File: src/design/ssh_pkg.sv
`default_nettype none
package ssh_pkg;
  // Bus geometry
  localparam int ADDR_W = 8;
  localparam int DATA_W = 32;

  // Register byte addresses, one aligned word each
  localparam logic [7:0] OFF_RX_DATA = 8'h00;
  localparam logic [7:0] OFF_RX_STAT = 8'h04;
  localparam logic [7:0] OFF_DIV_LO  = 8'h08;
  localparam logic [7:0] OFF_DIV_HI  = 8'h0c;
  localparam logic [7:0] OFF_TX_STAT = 8'h10;
  localparam logic [7:0] OFF_RATE    = 8'h14;
  localparam logic [7:0] OFF_TX_HOLD = 8'h18;
  localparam logic [7:0] OFF_INT_EN  = 8'h1c;
  localparam logic [7:0] OFF_FLAGS   = 8'h20;

  // receive_status_control fields
  localparam int RX_PORT_ENABLE = 7;
  localparam int RX_RX9  = 6;
  localparam int RX_SINGLE_RECEIVE_ENABLE = 5;
  localparam int RX_CONTINUOUS_RECEIVE_ENABLE = 4;
  localparam int RX_FRAMING_FLAG = 2;
  localparam int RX_OVERRUN_FLAG = 1;
  localparam int RX_9D   = 0;

  // transmit_status_control fields
  localparam int TX_CLOCK_SOURCE_SELECT = 7;
  localparam int TX_TX9  = 6;
  localparam int TX_TXEN = 5;
  localparam int TX_SYNC = 4;
  localparam int TX_HIGH_SPEED_SELECT = 2;
  localparam int TX_TRMT = 1;
  localparam int TX_9D   = 0;

  // rate_and_polarity_control fields
  localparam int RATE_IDLE = 6;
  localparam int RATE_WIDE = 3;

  // Interrupt enable and flag fields
  localparam int IE_RC = 0;
  localparam int IE_TX = 1;
  localparam int IE_PE = 2;
  localparam int IE_GL = 3;
  localparam int FL_RC = 0;
  localparam int FL_TX = 1;

  // Reset value of every software register
  localparam logic [7:0] REG_RESET = 8'h00;

  // Character lengths, buffer depth and rate prescale
  localparam logic [3:0] BITS_8        = 4'h8;
  localparam logic [3:0] BITS_9        = 4'h9;
  localparam logic [1:0] FIFO_DEPTH    = 2'h2;
  localparam logic [1:0] PRESCALE_LAST = 2'h3;
endpackage : ssh_pkg
`default_nettype wire

File: src/design/ssh_pin_sync.sv
`default_nettype none
module ssh_pin_sync (
  input  wire logic i_clk,
  input  wire logic i_rst,
  input  wire logic i_pin,
  output logic      o_level,
  output logic      o_rise,
  output logic      o_fall
);
  import ssh_pkg::*;

  typedef struct packed {
    logic meta;
    logic lvl;
    logic prev;
  } ssh_sync_s;

  ssh_sync_s s;
  ssh_sync_s next_s;

  // Two flops, then a third copy for edge detection off the clean level
  always_comb begin
    next_s      = s;
    next_s.meta = i_pin;
    next_s.lvl  = s.meta;
    next_s.prev = s.lvl;
  end

  always_ff @(posedge i_clk) begin
    if (i_rst) begin
      s <= '0;
    end else begin
      s <= next_s;
    end
  end

  // Edges seen only on the settled copies, never on the first flop
  assign o_level = s.lvl;
  assign o_rise  = s.lvl & ~s.prev;
  assign o_fall  = ~s.lvl & s.prev;
endmodule : ssh_pin_sync
`default_nettype wire

File: src/design/ssh_rate_div.sv
`default_nettype none
module ssh_rate_div #(
  parameter int CNT_W = 16
) (
  input  wire logic             i_clk,
  input  wire logic             i_rst,
  input  wire logic             i_run,
  input  wire logic             i_fast,
  input  wire logic [CNT_W-1:0] i_divisor,
  output logic                  o_tick
);
  import ssh_pkg::*;

  // The divisor pair needs at least a full byte of count
  if (CNT_W < 8) begin : g_bad_width
    $error("ssh_rate_div: CNT_W below 8");
  end

  typedef struct packed {
    logic [1:0]       pre;
    logic [CNT_W-1:0] cnt;
    logic             tick;
  } ssh_div_s;

  ssh_div_s s;
  ssh_div_s next_s;

  // Slow rate divides by four first; stopping restarts a full period
  always_comb begin
    next_s      = s;
    next_s.tick = 1'b0;
    if (!i_run) begin
      next_s.pre = '0;
      next_s.cnt = '0;
    end else if (i_fast || s.pre == PRESCALE_LAST) begin
      next_s.pre = '0;
      if (s.cnt == i_divisor) begin
        next_s.cnt  = '0;
        next_s.tick = 1'b1;
      end else begin
        next_s.cnt = s.cnt + 1'b1;
      end
    end else begin
      next_s.pre = s.pre + 1'b1;
    end
  end

  always_ff @(posedge i_clk) begin
    if (i_rst) begin
      s <= '0;
    end else begin
      s <= next_s;
    end
  end

  assign o_tick = s.tick;
endmodule : ssh_rate_div
`default_nettype wire

File: src/design/ssh_serial_port.sv
`default_nettype none
// Notes on behaviour
// - Host shift rate comes from divisor pair, scaled by speed and width bits
// - Clocked mode, port enable and clock source set: host drives clock
// - Setting single or continuous receive enable starts host reception
// - Full character sets receive-complete flag; interrupt if enabled
// - Nine-bit select receives nine bits; ninth bit shown in status
// - Receive data read returns low eight bits of the character
// - Overrun clears by dropping continuous receive or port enable
// - Clocked mode with clock source clear: client, clock from pin
// - Client transmits when both receive enables clear, else receives
// - Port works only while port enable is set
// - Client transmit equals host transmit apart from sleep behaviour
// - First of two queued words moves to shift register at once
// - Second word waits in holding; buffer-empty flag stays clear
// - After first word shifts out, second moves and flag sets
// - Transmit flag with enables wakes core; global enable vectors
// - Single receive clocks one character then clears itself
// - Continuous receive runs until cleared; clearing drops partial char
// - Data pin sampled on trailing clock edge into receive shifter
// - Two-character buffer; third character sets overrun, blocks reception
module ssh_serial_port (
  input  wire logic                      I_SYS_CLK,
  input  wire logic                      I_SYS_RST,
  input  wire logic                      I_PSEL,
  input  wire logic                      I_PENABLE,
  input  wire logic                      I_PWRITE,
  input  wire logic [ssh_pkg::ADDR_W-1:0] I_PADDR,
  input  wire logic [ssh_pkg::DATA_W-1:0] I_PWDATA,
  output logic      [ssh_pkg::DATA_W-1:0] O_PRDATA,
  output logic                           O_PREADY,
  output logic                           O_PSLVERR,
  input  wire logic                      I_CLK_PIN,
  output logic                           O_CLK_PIN,
  output logic                           O_CLK_PIN_OE,
  input  wire logic                      I_DATA_PIN,
  output logic                           O_DATA_PIN,
  output logic                           O_DATA_PIN_OE,
  input  wire logic                      I_CORE_SLEEP,
  output logic                           O_INT_REQ,
  output logic                           O_WAKE
);
  import ssh_pkg::*;

  // Whole state of the port
  typedef struct packed {
    logic             port_enable;
    logic             rx9;
    logic             single_receive_enable;
    logic             continuous_receive_enable;
    logic             overrun_flag;
    logic             clock_source_select;
    logic             tx9;
    logic             txen;
    logic             sync;
    logic             high_speed_select;
    logic             tx9d;
    logic             wide_divisor_select;
    logic [7:0]       div_lo;
    logic [7:0]       div_hi;
    logic             rcie;
    logic             txie;
    logic             peie;
    logic             gie;
    logic [1:0][8:0]  fifo;
    logic [1:0]       fcnt;
    logic             frd;
    logic [8:0]       receive_shift_register;
    logic [3:0]       rbits;
    logic [8:0]       hold;
    logic             hold_full;
    logic [8:0]       transmit_shift_register;
    logic             tx_busy;
    logic [3:0]       tbits;
    logic             dout;
    logic             ck;
    logic [31:0]      prdata;
  } ssh_port_s;

  ssh_port_s s;
  ssh_port_s next_s;

  logic [1:0]  pin_raw;
  logic [1:0]  pin_lvl;
  logic [1:0]  pin_rise;
  logic [1:0]  pin_fall;
  logic        tick;
  logic        host_run;
  logic        rx_mode;
  logic        active;
  logic        lead;
  logic        trail;
  logic        rd_acc;
  logic        wr_acc;
  logic        rcif;
  logic        txif;
  logic        irq_src;
  logic [15:0] divisor;
  logic [31:0] rd_word;

  // Address match, shared by the read mux, writes and error answer
  function automatic logic is_reg(input logic [7:0] addr,
                                  input logic [7:0] off);
    is_reg = (addr == off);
  endfunction : is_reg

  function automatic logic mapped(input logic [7:0] addr);
    mapped = is_reg(addr, OFF_RX_DATA) | is_reg(addr, OFF_RX_STAT) |
             is_reg(addr, OFF_DIV_LO)  | is_reg(addr, OFF_DIV_HI)  |
             is_reg(addr, OFF_TX_STAT) | is_reg(addr, OFF_RATE)    |
             is_reg(addr, OFF_TX_HOLD) | is_reg(addr, OFF_INT_EN)  |
             is_reg(addr, OFF_FLAGS);
  endfunction : mapped

  // Index 0 is the clock pin, index 1 the data pin
  assign pin_raw = {I_DATA_PIN, I_CLK_PIN};

  // Both pins cross in from the peer's timing before any use
  for (genvar g = 0; g < 2; g++) begin : g_pin
    ssh_pin_sync u_sync (
      .i_clk   (I_SYS_CLK),
      .i_rst   (I_SYS_RST),
      .i_pin   (pin_raw[g]),
      .o_level (pin_lvl[g]),
      .o_rise  (pin_rise[g]),
      .o_fall  (pin_fall[g])
    );
  end

  // Wide select uses both divisor bytes, otherwise low byte only
  assign divisor = s.wide_divisor_select ? {s.div_hi, s.div_lo} : {8'h00, s.div_lo};

  ssh_rate_div #(
    .CNT_W (16)
  ) u_div (
    .i_clk     (I_SYS_CLK),
    .i_rst     (I_SYS_RST),
    .i_run     (host_run),
    .i_fast    (s.high_speed_select),
    .i_divisor (divisor),
    .o_tick    (tick)
  );

  // Mode decode; a disabled port neither shifts nor drives its pins
  assign active  = s.port_enable & s.sync;
  assign rx_mode = s.single_receive_enable | s.continuous_receive_enable;
  // Host clocks run while a reception is wanted and not blocked,
  // or while a transmit word is shifting
  assign host_run = active & s.clock_source_select &
                    (rx_mode ? ~s.overrun_flag : s.tx_busy);
  // Edges: own toggling clock as host, synchronised pin as client
  assign lead  = s.clock_source_select ? (tick & ~s.ck) : pin_rise[0];
  assign trail = s.clock_source_select ? (tick & s.ck)  : pin_fall[0];

  // Bus phases; side effects happen only in the access phase
  assign wr_acc = I_PSEL & I_PENABLE & I_PWRITE;
  assign rd_acc = I_PSEL & I_PENABLE & ~I_PWRITE;

  assign rcif = (s.fcnt != 2'h0);
  assign txif = ~s.hold_full;

  // Read mux; sampled in the setup cycle so data comes from a flop
  always_comb begin
    rd_word = 32'h0000_0000;
    if (is_reg(I_PADDR, OFF_RX_DATA)) begin
      rd_word[7:0] = s.fifo[s.frd][7:0];
    end else if (is_reg(I_PADDR, OFF_RX_STAT)) begin
      rd_word[RX_PORT_ENABLE] = s.port_enable;
      rd_word[RX_RX9]  = s.rx9;
      rd_word[RX_SINGLE_RECEIVE_ENABLE] = s.single_receive_enable;
      rd_word[RX_CONTINUOUS_RECEIVE_ENABLE] = s.continuous_receive_enable;
      rd_word[RX_OVERRUN_FLAG] = s.overrun_flag;
      rd_word[RX_9D]   = s.fifo[s.frd][8];
    end else if (is_reg(I_PADDR, OFF_DIV_LO)) begin
      rd_word[7:0] = s.div_lo;
    end else if (is_reg(I_PADDR, OFF_DIV_HI)) begin
      rd_word[7:0] = s.div_hi;
    end else if (is_reg(I_PADDR, OFF_TX_STAT)) begin
      rd_word[TX_CLOCK_SOURCE_SELECT] = s.clock_source_select;
      rd_word[TX_TX9]  = s.tx9;
      rd_word[TX_TXEN] = s.txen;
      rd_word[TX_SYNC] = s.sync;
      rd_word[TX_HIGH_SPEED_SELECT] = s.high_speed_select;
      rd_word[TX_TRMT] = ~s.tx_busy;
      rd_word[TX_9D]   = s.tx9d;
    end else if (is_reg(I_PADDR, OFF_RATE)) begin
      rd_word[RATE_IDLE] = (s.rbits == 4'h0);
      rd_word[RATE_WIDE] = s.wide_divisor_select;
    end else if (is_reg(I_PADDR, OFF_INT_EN)) begin
      rd_word[IE_RC] = s.rcie;
      rd_word[IE_TX] = s.txie;
      rd_word[IE_PE] = s.peie;
      rd_word[IE_GL] = s.gie;
    end else if (is_reg(I_PADDR, OFF_FLAGS)) begin
      rd_word[FL_RC] = rcif;
      rd_word[FL_TX] = txif;
    end
  end

  // Next-state logic: software first, then the shift engines, port-enable clear last,
  // so a hardware set in the same cycle wins over a clear, except the port-enable clear
  always_comb begin
    logic [3:0] nbits;
    logic [3:0] tbits;
    logic [8:0] shifted;
    logic [8:0] chr;
    logic       wptr;
    nbits   = s.rx9 ? BITS_9 : BITS_8;
    tbits   = s.tx9 ? BITS_9 : BITS_8;
    shifted = '0;
    chr     = '0;
    wptr    = 1'b0;
    next_s  = s;

    if (I_PSEL & ~I_PENABLE & ~I_PWRITE) begin
      next_s.prdata = rd_word;
    end

    // Register writes
    if (wr_acc) begin
      if (is_reg(I_PADDR, OFF_RX_STAT)) begin
        next_s.port_enable = I_PWDATA[RX_PORT_ENABLE];
        next_s.rx9  = I_PWDATA[RX_RX9];
        next_s.single_receive_enable = I_PWDATA[RX_SINGLE_RECEIVE_ENABLE];
        next_s.continuous_receive_enable = I_PWDATA[RX_CONTINUOUS_RECEIVE_ENABLE];
      end
      if (is_reg(I_PADDR, OFF_DIV_LO)) begin
        next_s.div_lo = I_PWDATA[7:0];
      end
      if (is_reg(I_PADDR, OFF_DIV_HI)) begin
        next_s.div_hi = I_PWDATA[7:0];
      end
      if (is_reg(I_PADDR, OFF_TX_STAT)) begin
        next_s.clock_source_select = I_PWDATA[TX_CLOCK_SOURCE_SELECT];
        next_s.tx9  = I_PWDATA[TX_TX9];
        next_s.txen = I_PWDATA[TX_TXEN];
        next_s.sync = I_PWDATA[TX_SYNC];
        next_s.high_speed_select = I_PWDATA[TX_HIGH_SPEED_SELECT];
        next_s.tx9d = I_PWDATA[TX_9D];
      end
      if (is_reg(I_PADDR, OFF_RATE)) begin
        next_s.wide_divisor_select = I_PWDATA[RATE_WIDE];
      end
      if (is_reg(I_PADDR, OFF_INT_EN)) begin
        next_s.rcie = I_PWDATA[IE_RC];
        next_s.txie = I_PWDATA[IE_TX];
        next_s.peie = I_PWDATA[IE_PE];
        next_s.gie  = I_PWDATA[IE_GL];
      end
      // A full holding word is overwritten; software should poll first
      if (is_reg(I_PADDR, OFF_TX_HOLD)) begin
        next_s.hold      = {s.tx9d, I_PWDATA[7:0]};
        next_s.hold_full = 1'b1;
      end
    end

    // Reading the data register pops the buffer
    if (rd_acc && is_reg(I_PADDR, OFF_RX_DATA) && rcif) begin
      next_s.frd  = ~s.frd;
      next_s.fcnt = s.fcnt - 2'h1;
      if (!s.continuous_receive_enable) begin
        next_s.overrun_flag = 1'b0; // single-receive overrun ends on a read
      end
    end

    // Dropping continuous receive clears overrun and the partial char
    if (s.continuous_receive_enable && !next_s.continuous_receive_enable) begin
      next_s.overrun_flag  = 1'b0;
      next_s.rbits = 4'h0;
      next_s.receive_shift_register   = '0;
    end

    // Host clock toggles each half period and parks low when stopped
    if (!host_run) begin
      next_s.ck = 1'b0;
    end else if (tick) begin
      next_s.ck = ~s.ck;
    end

    // Receive engine, LSB first, sampled on trailing edges
    if (active && rx_mode && s.continuous_receive_enable == next_s.continuous_receive_enable && !s.overrun_flag &&
        trail) begin
      shifted = {pin_lvl[1], s.receive_shift_register[8:1]};
      if (s.rbits + 4'h1 == nbits) begin
        chr          = s.rx9 ? shifted : {1'b0, shifted[8:1]};
        next_s.receive_shift_register   = '0;
        next_s.rbits = 4'h0;
        if (next_s.fcnt < FIFO_DEPTH) begin
          wptr                = next_s.frd ^ next_s.fcnt[0];
          next_s.fifo[wptr]   = chr;
          next_s.fcnt         = next_s.fcnt + 2'h1;
        end else begin
          next_s.overrun_flag = 1'b1;
        end
        if (!s.continuous_receive_enable) begin
          next_s.single_receive_enable = 1'b0;
        end
      end else begin
        next_s.receive_shift_register   = shifted;
        next_s.rbits = s.rbits + 4'h1;
      end
    end

    // Transmit engine: load, drive on leading, count on trailing
    if (active && !rx_mode && s.txen) begin
      if (!s.tx_busy && s.hold_full) begin
        next_s.transmit_shift_register       = s.hold;
        // A word written in this same cycle stays queued, never lost
        next_s.hold_full = wr_acc && is_reg(I_PADDR, OFF_TX_HOLD);
        next_s.tx_busy   = 1'b1;
        next_s.tbits     = 4'h0;
        next_s.dout      = s.hold[0];
      end else if (s.tx_busy && lead) begin
        next_s.dout = s.transmit_shift_register[0];
      end else if (s.tx_busy && trail) begin
        next_s.transmit_shift_register = {1'b0, s.transmit_shift_register[8:1]};
        if (s.tbits + 4'h1 == tbits) begin
          next_s.tx_busy = 1'b0;
          next_s.tbits   = 4'h0;
        end else begin
          next_s.tbits = s.tbits + 4'h1;
        end
      end
    end

    // Clearing port enable resets every moving part of the port
    if (!next_s.port_enable) begin
      next_s.overrun_flag      = 1'b0;
      next_s.fcnt      = 2'h0;
      next_s.frd       = 1'b0;
      next_s.receive_shift_register       = '0;
      next_s.rbits     = 4'h0;
      next_s.hold_full = 1'b0;
      next_s.tx_busy   = 1'b0;
      next_s.tbits     = 4'h0;
      next_s.dout      = 1'b0;
      next_s.ck        = 1'b0;
    end
  end

  // All registers reset to REG_RESET; runtime state to zero
  always_ff @(posedge I_SYS_CLK) begin
    if (I_SYS_RST) begin
      s        <= '0;
      s.div_lo <= REG_RESET;
      s.div_hi <= REG_RESET;
    end else begin
      s <= next_s;
    end
  end

  // Zero-wait slave; read data already captured in the setup cycle
  assign O_PRDATA  = s.prdata;
  assign O_PREADY  = I_PSEL & I_PENABLE;
  assign O_PSLVERR = I_PSEL & I_PENABLE & ~mapped(I_PADDR);

  // Only a host drives the clock; the data pin is driven only to send
  assign O_CLK_PIN     = s.ck;
  assign O_CLK_PIN_OE  = active & s.clock_source_select;
  assign O_DATA_PIN    = s.dout;
  assign O_DATA_PIN_OE = active & ~rx_mode & s.txen;

  // Request lines toward the core's interrupt controller
  assign irq_src   = (rcif & s.rcie) | (txif & s.txie);
  assign O_WAKE    = irq_src & s.peie & I_CORE_SLEEP;
  assign O_INT_REQ = irq_src & s.peie & s.gie;
endmodule : ssh_serial_port
`default_nettype wire

File: config.mk
export PLATFORM = sky130hd
export DESIGN_NAME = ssh_serial_port
export DESIGN_NICKNAME = d
export VERILOG_FILES = /design/src/design/ssh_pkg.sv /design/src/design/ssh_pin_sync.sv /design/src/design/ssh_rate_div.sv /design/src/design/ssh_serial_port.sv
export SDC_FILE = /design/constraint.sdc
export NUM_CORES = 1
export LEC_CHECK = 0
export BUFFER_PORTS_ARGS = -buffer_cell sky130_fd_sc_hd__buf_2
export CORE_ASPECT_RATIO = 1.5
export CORE_UTILIZATION = 50
export DETAILED_ROUTE_END_ITERATION = 10
export HOLD_SLACK_MARGIN = 0.05
export PLACE_DENSITY = 0.71
export REMOVE_ABC_BUFFERS = 1
export SYNTH_ARGS = -nofsm -noshare
export SYNTH_HDL_FRONTEND = slang
export SYNTH_HIERARCHICAL = 1
export SYNTH_SLANG_ARGS = --single-unit
File: constraint.sdc
create_clock -name I_SYS_CLK -period 7.95 [get_ports I_SYS_CLK]
set_input_delay 1.9875 -clock I_SYS_CLK [delete_from_list [all_inputs] [get_ports I_SYS_CLK]]
set_output_delay 1.9875 -clock I_SYS_CLK [all_outputs]
set_load 0.05 [all_outputs]
-- Word-level counts from Yosys, hierarchy flattened
Cells that the tools add are included.
- flip-flop bits (word level): 124
- add/subtract/negate cells: 6
- order comparisons: 4
- equality and inequality tests: 14
- multiplexer cells: 59
- bitwise gates (word level): 45
- reduce and logical (&&, ||, !) cells: 42
- operators with widths (cell ; number):
    2-to-1 mux 16 bit ; 3
    2-to-1 mux 13 bit ; 3
    2-to-1 mux 9 bit ; 4
    == test 8 x 5 -> 1 bit (second input constant) ; 4
    2-to-1 mux 14 bit ; 2
    2-to-1 mux 1 bit ; 25
    2-to-1 mux 8 bit ; 3
    AND 1 bit ; 20
    bitwise mux 18 bit ; 1
    2-to-1 mux 2 bit ; 9
    adder 16 x 1 -> 16 bit (second input constant) ; 1
    == test 16 bit ; 1
    == test 8 x 4 -> 1 bit (second input constant) ; 2
    2-to-1 mux 4 bit ; 4
    AND reduction 2 bit ; 8
    2-to-1 mux 15 bit ; 1
    logical AND 1 bit ; 14
    inverter 1 bit ; 14
    bitwise OR 1 bit ; 10
    nonzero test 2 bit ; 5
    demux 9 bit (select 1 bit) ; 1
    2-to-1 mux 3 bit ; 3
    OR reduction 3 bit ; 3
    adder 4 x 1 -> 4 bit (second input constant) ; 2
    19 further kinds ; 27

-- Longest topological paths before layout
- depth after elaboration: 11
- gate-level depth with buffers: 10
- gate-level depth less buffers: 9

-- By module
The synthesis kept the hierarchy.
- by module, submodules not included (module ; times used ; cells an instance ; area each (um^2) ; seq. area each (um^2)):
    ssh_serial_port ; 1 ; 585 ; 5162.5 ; 1981.9
    ssh_rate_div ; 1 ; 116 ; 1029.7 ; 380.4
    ssh_pin_sync ; 2 ; 8 ; 91.3 ; 60.1

-- Worst setup path before layout
OpenSTA, ideal clock, no wires.
- kind: input to output
- start point: in I_PADDR[3] (netlist bit)
- end point: out O_PSLVERR
- data arrival time: 3.143 ns
- required time: 5.963 ns
- slack: 2.820 ns
- stages: 4
- path through: clkbuf_1 clkbuf_1 o31a_1 o21a_1
- longest elaborated chain between the ends: 11
- elaborated cells on any way between the ends: 19
- those cells by class: eq/ne: 8; bitwise: 10; reduce/logical: 1
- ends and longest elaborated chain (element ; RTL line ; text):
    from (decl) ; ssh_serial_port.sv:28 ; input wire logic [ssh_pkg::ADDR_W-1:0] I_PADDR,
    == test 8 x 3 -> 1 bit or zero test 8 bit (tied branches) ; ssh_serial_port.sv:104 ; is_reg = (addr == off);
    bitwise OR 1 bit (2 in a row) ; ssh_serial_port.sv:108 ; mapped = is_reg(addr, OFF_RX_DATA) | is_reg(addr, OFF_RX_STAT) |
    bitwise OR 1 bit (2 in a row) ; ssh_serial_port.sv:109 ; is_reg(addr, OFF_DIV_LO) | is_reg(addr, OFF_DIV_HI) |
    bitwise OR 1 bit (2 in a row) ; ssh_serial_port.sv:110 ; is_reg(addr, OFF_TX_STAT) | is_reg(addr, OFF_RATE) |
    bitwise OR 1 bit ; ssh_serial_port.sv:111 ; is_reg(addr, OFF_TX_HOLD) | is_reg(addr, OFF_INT_EN) |
    bitwise OR 1 bit (*) ; ssh_serial_port.sv:111 ;
    inverter 1 bit (*) ; ssh_serial_port.sv:355 ; assign O_PSLVERR = I_PSEL & I_PENABLE & ~mapped(I_PADDR);
    AND 1 bit (*) ; ssh_serial_port.sv:355 ;
    to (decl) ; ssh_serial_port.sv:32 ; output logic O_PSLVERR,
Every way passes the cells marked *; elsewhere a longest branch is shown, timed or not.

-- Worst setup path after layout
- start point: in I_PADDR[4] (netlist bit)
- end point: reg s[90] (netlist bit)
- longest elaborated chain between the ends: 10
- elaborated cells on any way between the ends: 20
- those cells by class: order compare: 3; eq/ne: 2; mux: 6; bitwise: 1; reduce/logical: 8
- ends and longest elaborated chain (element ; RTL line ; text):
    zero test 8 bit ; ssh_serial_port.sv:104 ;
    logical AND 1 bit (2 in a row) ; ssh_serial_port.sv:258 ; if (rd_acc && is_reg(I_PADDR, OFF_RX_DATA) && rcif) begin
    2-to-1 mux 3 bit ; ssh_serial_port.sv:258 ;
    bitwise XOR 1 bit ; ssh_serial_port.sv:289 ; wptr = next_s.frd ^ next_s.fcnt[0];
    less-than comparator 1 x 2 -> 1 bit (implied by the code) or greater-or-equal comparator 1 bit (tied branches) ; ssh_serial_port.sv:290 ; next_s.fifo[wptr] = chr;
    logical AND 1 bit (implied by the code) ; ssh_serial_port.sv:290 ;
    2-to-1 mux 9 bit (implied by the code) ; ssh_serial_port.sv:290 ;
    demux 9 bit (select 1 bit) ; ssh_serial_port.sv:290 ;
    bitwise mux 18 bit ; ssh_serial_port.sv:290 ;
    to (signal assigned) ; ssh_serial_port.sv:348 ; s <= next_s;
    to (decl) ; ssh_serial_port.sv:80 ; ssh_port_s s;
Several ways; a longest one is shown, not always the timed one.
A chain may end at the register's enable or synchronous reset.

==> parameters.txt <==
Parameter                              Value

Run status
  Run status    completed

Setup path
  Critical path cell sequence    buf_2 > or4_4 > nor4_4 > mux2i_1 > ha_1 > nand4b_1 > a211oi_1 > and3_1 > nand3b_1 > mux2i_1
  Dominant cell type by count on the critical path    sky130_fd_sc_hd__mux2i_1
  Worst Setup Path Type    primary input to flip-flop
  Worst reg-to-reg setup slack    4790 ps
  Number of buffers and inverters on the critical path    1
  Path depth of the worst reg2reg path    7
  Data arrival time of the worst path    5830 ps
  Delay-heaviest family, CP    simple AND/OR/NAND/NOR gates
  Biggest cell delay along the critical path    940 ps
  Critical Path Stages    10
  Startpoint Class    primary input
  Critical path data required time    8280 ps
  Terminus of the critical flop-to-flop path    s[90]
  CP endpoint kind    flip-flop
  Worst reg2reg path startpoint    s[120]
  CP Launch Point    I_PADDR[4]
  Setup crit end    s[90]
  Crit path max-delay cell type    sky130_fd_sc_hd__a211oi_1
  Maximum fanout count along the critical path    11

Timing
  Final period demand of the worst path    5500 ps
  Worst Hold Slack    434 ps
  Setup_tns    0 ps
  Setup Viol. Count Final    0
  Worst clock skew    9.28 ps
  Slew at the pin closest to its max-slew limit    1240 ps
  Final Hold Viols    0
  Final period util    69.1%
  Relative max-transition margin    17.0%
  Upper clock frequency limit    182 MHz
  RSZ-0062 raised after global routing    false
  Max Slew Vio Count    0

Finish
  Nets    790
  Number of non-filler instances in the completed layout    903
  Share of final-layout standard cells stronger than drive strength 1    14.2%
  Syn-to-layout area delta    11.9%
  Antenna fix cells    0
  Post-Layout Inst Area    7090 um2

Detailed routing
  Remaining antenna violation count after routing    0
  Detailed-routing iteration count for the pre-antenna-repair pass    6
  Average wire per cell in the routed design    16.7 um
  Total number of vias    5,023
  Total wirelength of the detailed-routed design    15,100 um
  DRC marker count from the first detailed-route iteration    315
  Remaining design rule violation count    0
  DR vias/cell    5.56

Die
  Floorplan die width    93.9 um
  Die height    140 um
  Total I/O pin count    88
  Core area    12,400 um2
  Die area    13,100 um2
  Initial core utilization    51.2%
  Number of placement rows    50

CTS
  Number of sinks handled by clock tree synthesis    123
  Number of buffers inserted to repair setup after CTS    0
  Number of H-tree levels    4
  Clock Path Buffers    2
  Clock transition at the registers of the reported paths    50 ps
  Insertion delay of the later-clocked pin in the worst-skew pair    420 ps
  TritonCTS clock tree    built
  Total CTS buffers    17
  Post_cts resized    0
  Root buffer cell    sky130_fd_sc_hd__clkbuf_16
  Post-cts hold buffer count    0

Logic synthesis
  Count of yosys warnings during synthesis    6
  Mapped Avg Cell Area    8.89 um2
  Synthesized netlist cell count    713
  Netlist Area Pre-Place    6340 um2

Global routing
  Overflow after GRT    0
  First-pass GRT wire length    24,300 um
  Initial antenna violation count    0
  GRT Overall Usage    24.0%
  Vias in the first global route    4,889
  Largest net degree at the start of global routing    56

Placed design
  Placed insts    871
  Placed instance area    6430 um2
  RePlAce Congestion    0.921
  Number of buffers added on ports    39
  Post-detail-place hpwl    10,800 um

Pwr
  Power after layout    1.55 mW
  Total power density per cell area    219 nW/um2
  Largest vdd supply drop    129 uV
  Leak Pwr    2.91 nW

Min path
  Number of cells on the worst hold path    1
  Path class of the lowest-slack min-delay path    flip-flop to flip-flop

Run
  Number of maximum-capacitance violations    0
==> area by class of cell <==
type | instances | area [um2]
fillers | 1129 | 5300
multi-input cells | 532 | 3490
flip-flops and latches | 123 | 2460
clock buffers | 19 | 443
repair buffers | 42 | 218
clock inverters | 13 | 215
well taps | 156 | 195
inverters | 18 | 67.6
==> through the flow <==
stage / setup WS (ps) / util [%]
floorplan: 2850 / -
global placement: 2220 / 51.9
detailed placement: 2110 / 51.9
CTS: 2510 / 57.2
global route: 2310 / 57.2
finish: 2450 / 57.2
==> flip-flops by register name, indices dropped and copies added (netlist names), 2 cells and up <==
signal,flops
s,89
u_div/s,18
O_PRDATA,8
g_pin.u_sync/next_s,2
g_pin.u_sync/o_level,2
==> placed cells by master (no fill, tap or decap), drive strengths merged, types with 4 or more instances in the layout <==
cell type	n
nor3	16
inv	19
and2	15
a22oi	15
o21ai	20
xor2	23
bufinv	5
a221oi	8
nand4	12
nor2b	16
conb	24
clkbuf	19
o22ai	8
clkinv	6
nand3	15
a211oi	7
nor2	102
ha	8
and3	10
nand3b	6
mux2	9
nand2b	23
dfxtp	123
o2111ai	4
xnor2	12
buf	42
a21oi	20
nand2	33
nor4	11
mux2i	70
or2	12
==> power breakdown <==
group | switching (mW) | internal [mW]
Combinational | 0.0645 | 0.0164
Sequential | 0.00144 | 0.619
Clock | 0.282 | 0.567
==> metal layers <==
| layer | GRT usage [%] | vias up | part of all wire, % |
|---|---|---|---|
| met5 | 0 | - | 0 |
| met4 | 14.7 | 0 | 4.4 |
| met3 | 5.03 | 43 | 3.7 |
| met2 | 39.2 | 143 | 50 |
| met1 | 28.4 | 2351 | 42 |
| li1 | - | 2486 | - |
==> worst min path at each step <==
stage                              startpoint                      end  slack [ps]
floorplan                         u_div/s[17]              u_div/s[17]         410
global placement                  u_div/s[17]              u_div/s[17]         420
detailed placement  g_pin[0].u_sync/next_s[1]  g_pin[0].u_sync/o_level         420
CTS                 g_pin[0].u_sync/next_s[1]  g_pin[0].u_sync/o_level         440
global route        g_pin[0].u_sync/next_s[1]  g_pin[0].u_sync/o_level         460
finish              g_pin[0].u_sync/next_s[1]  g_pin[0].u_sync/o_level         430
No activity file was read; power rests on OpenSTA's default activity.
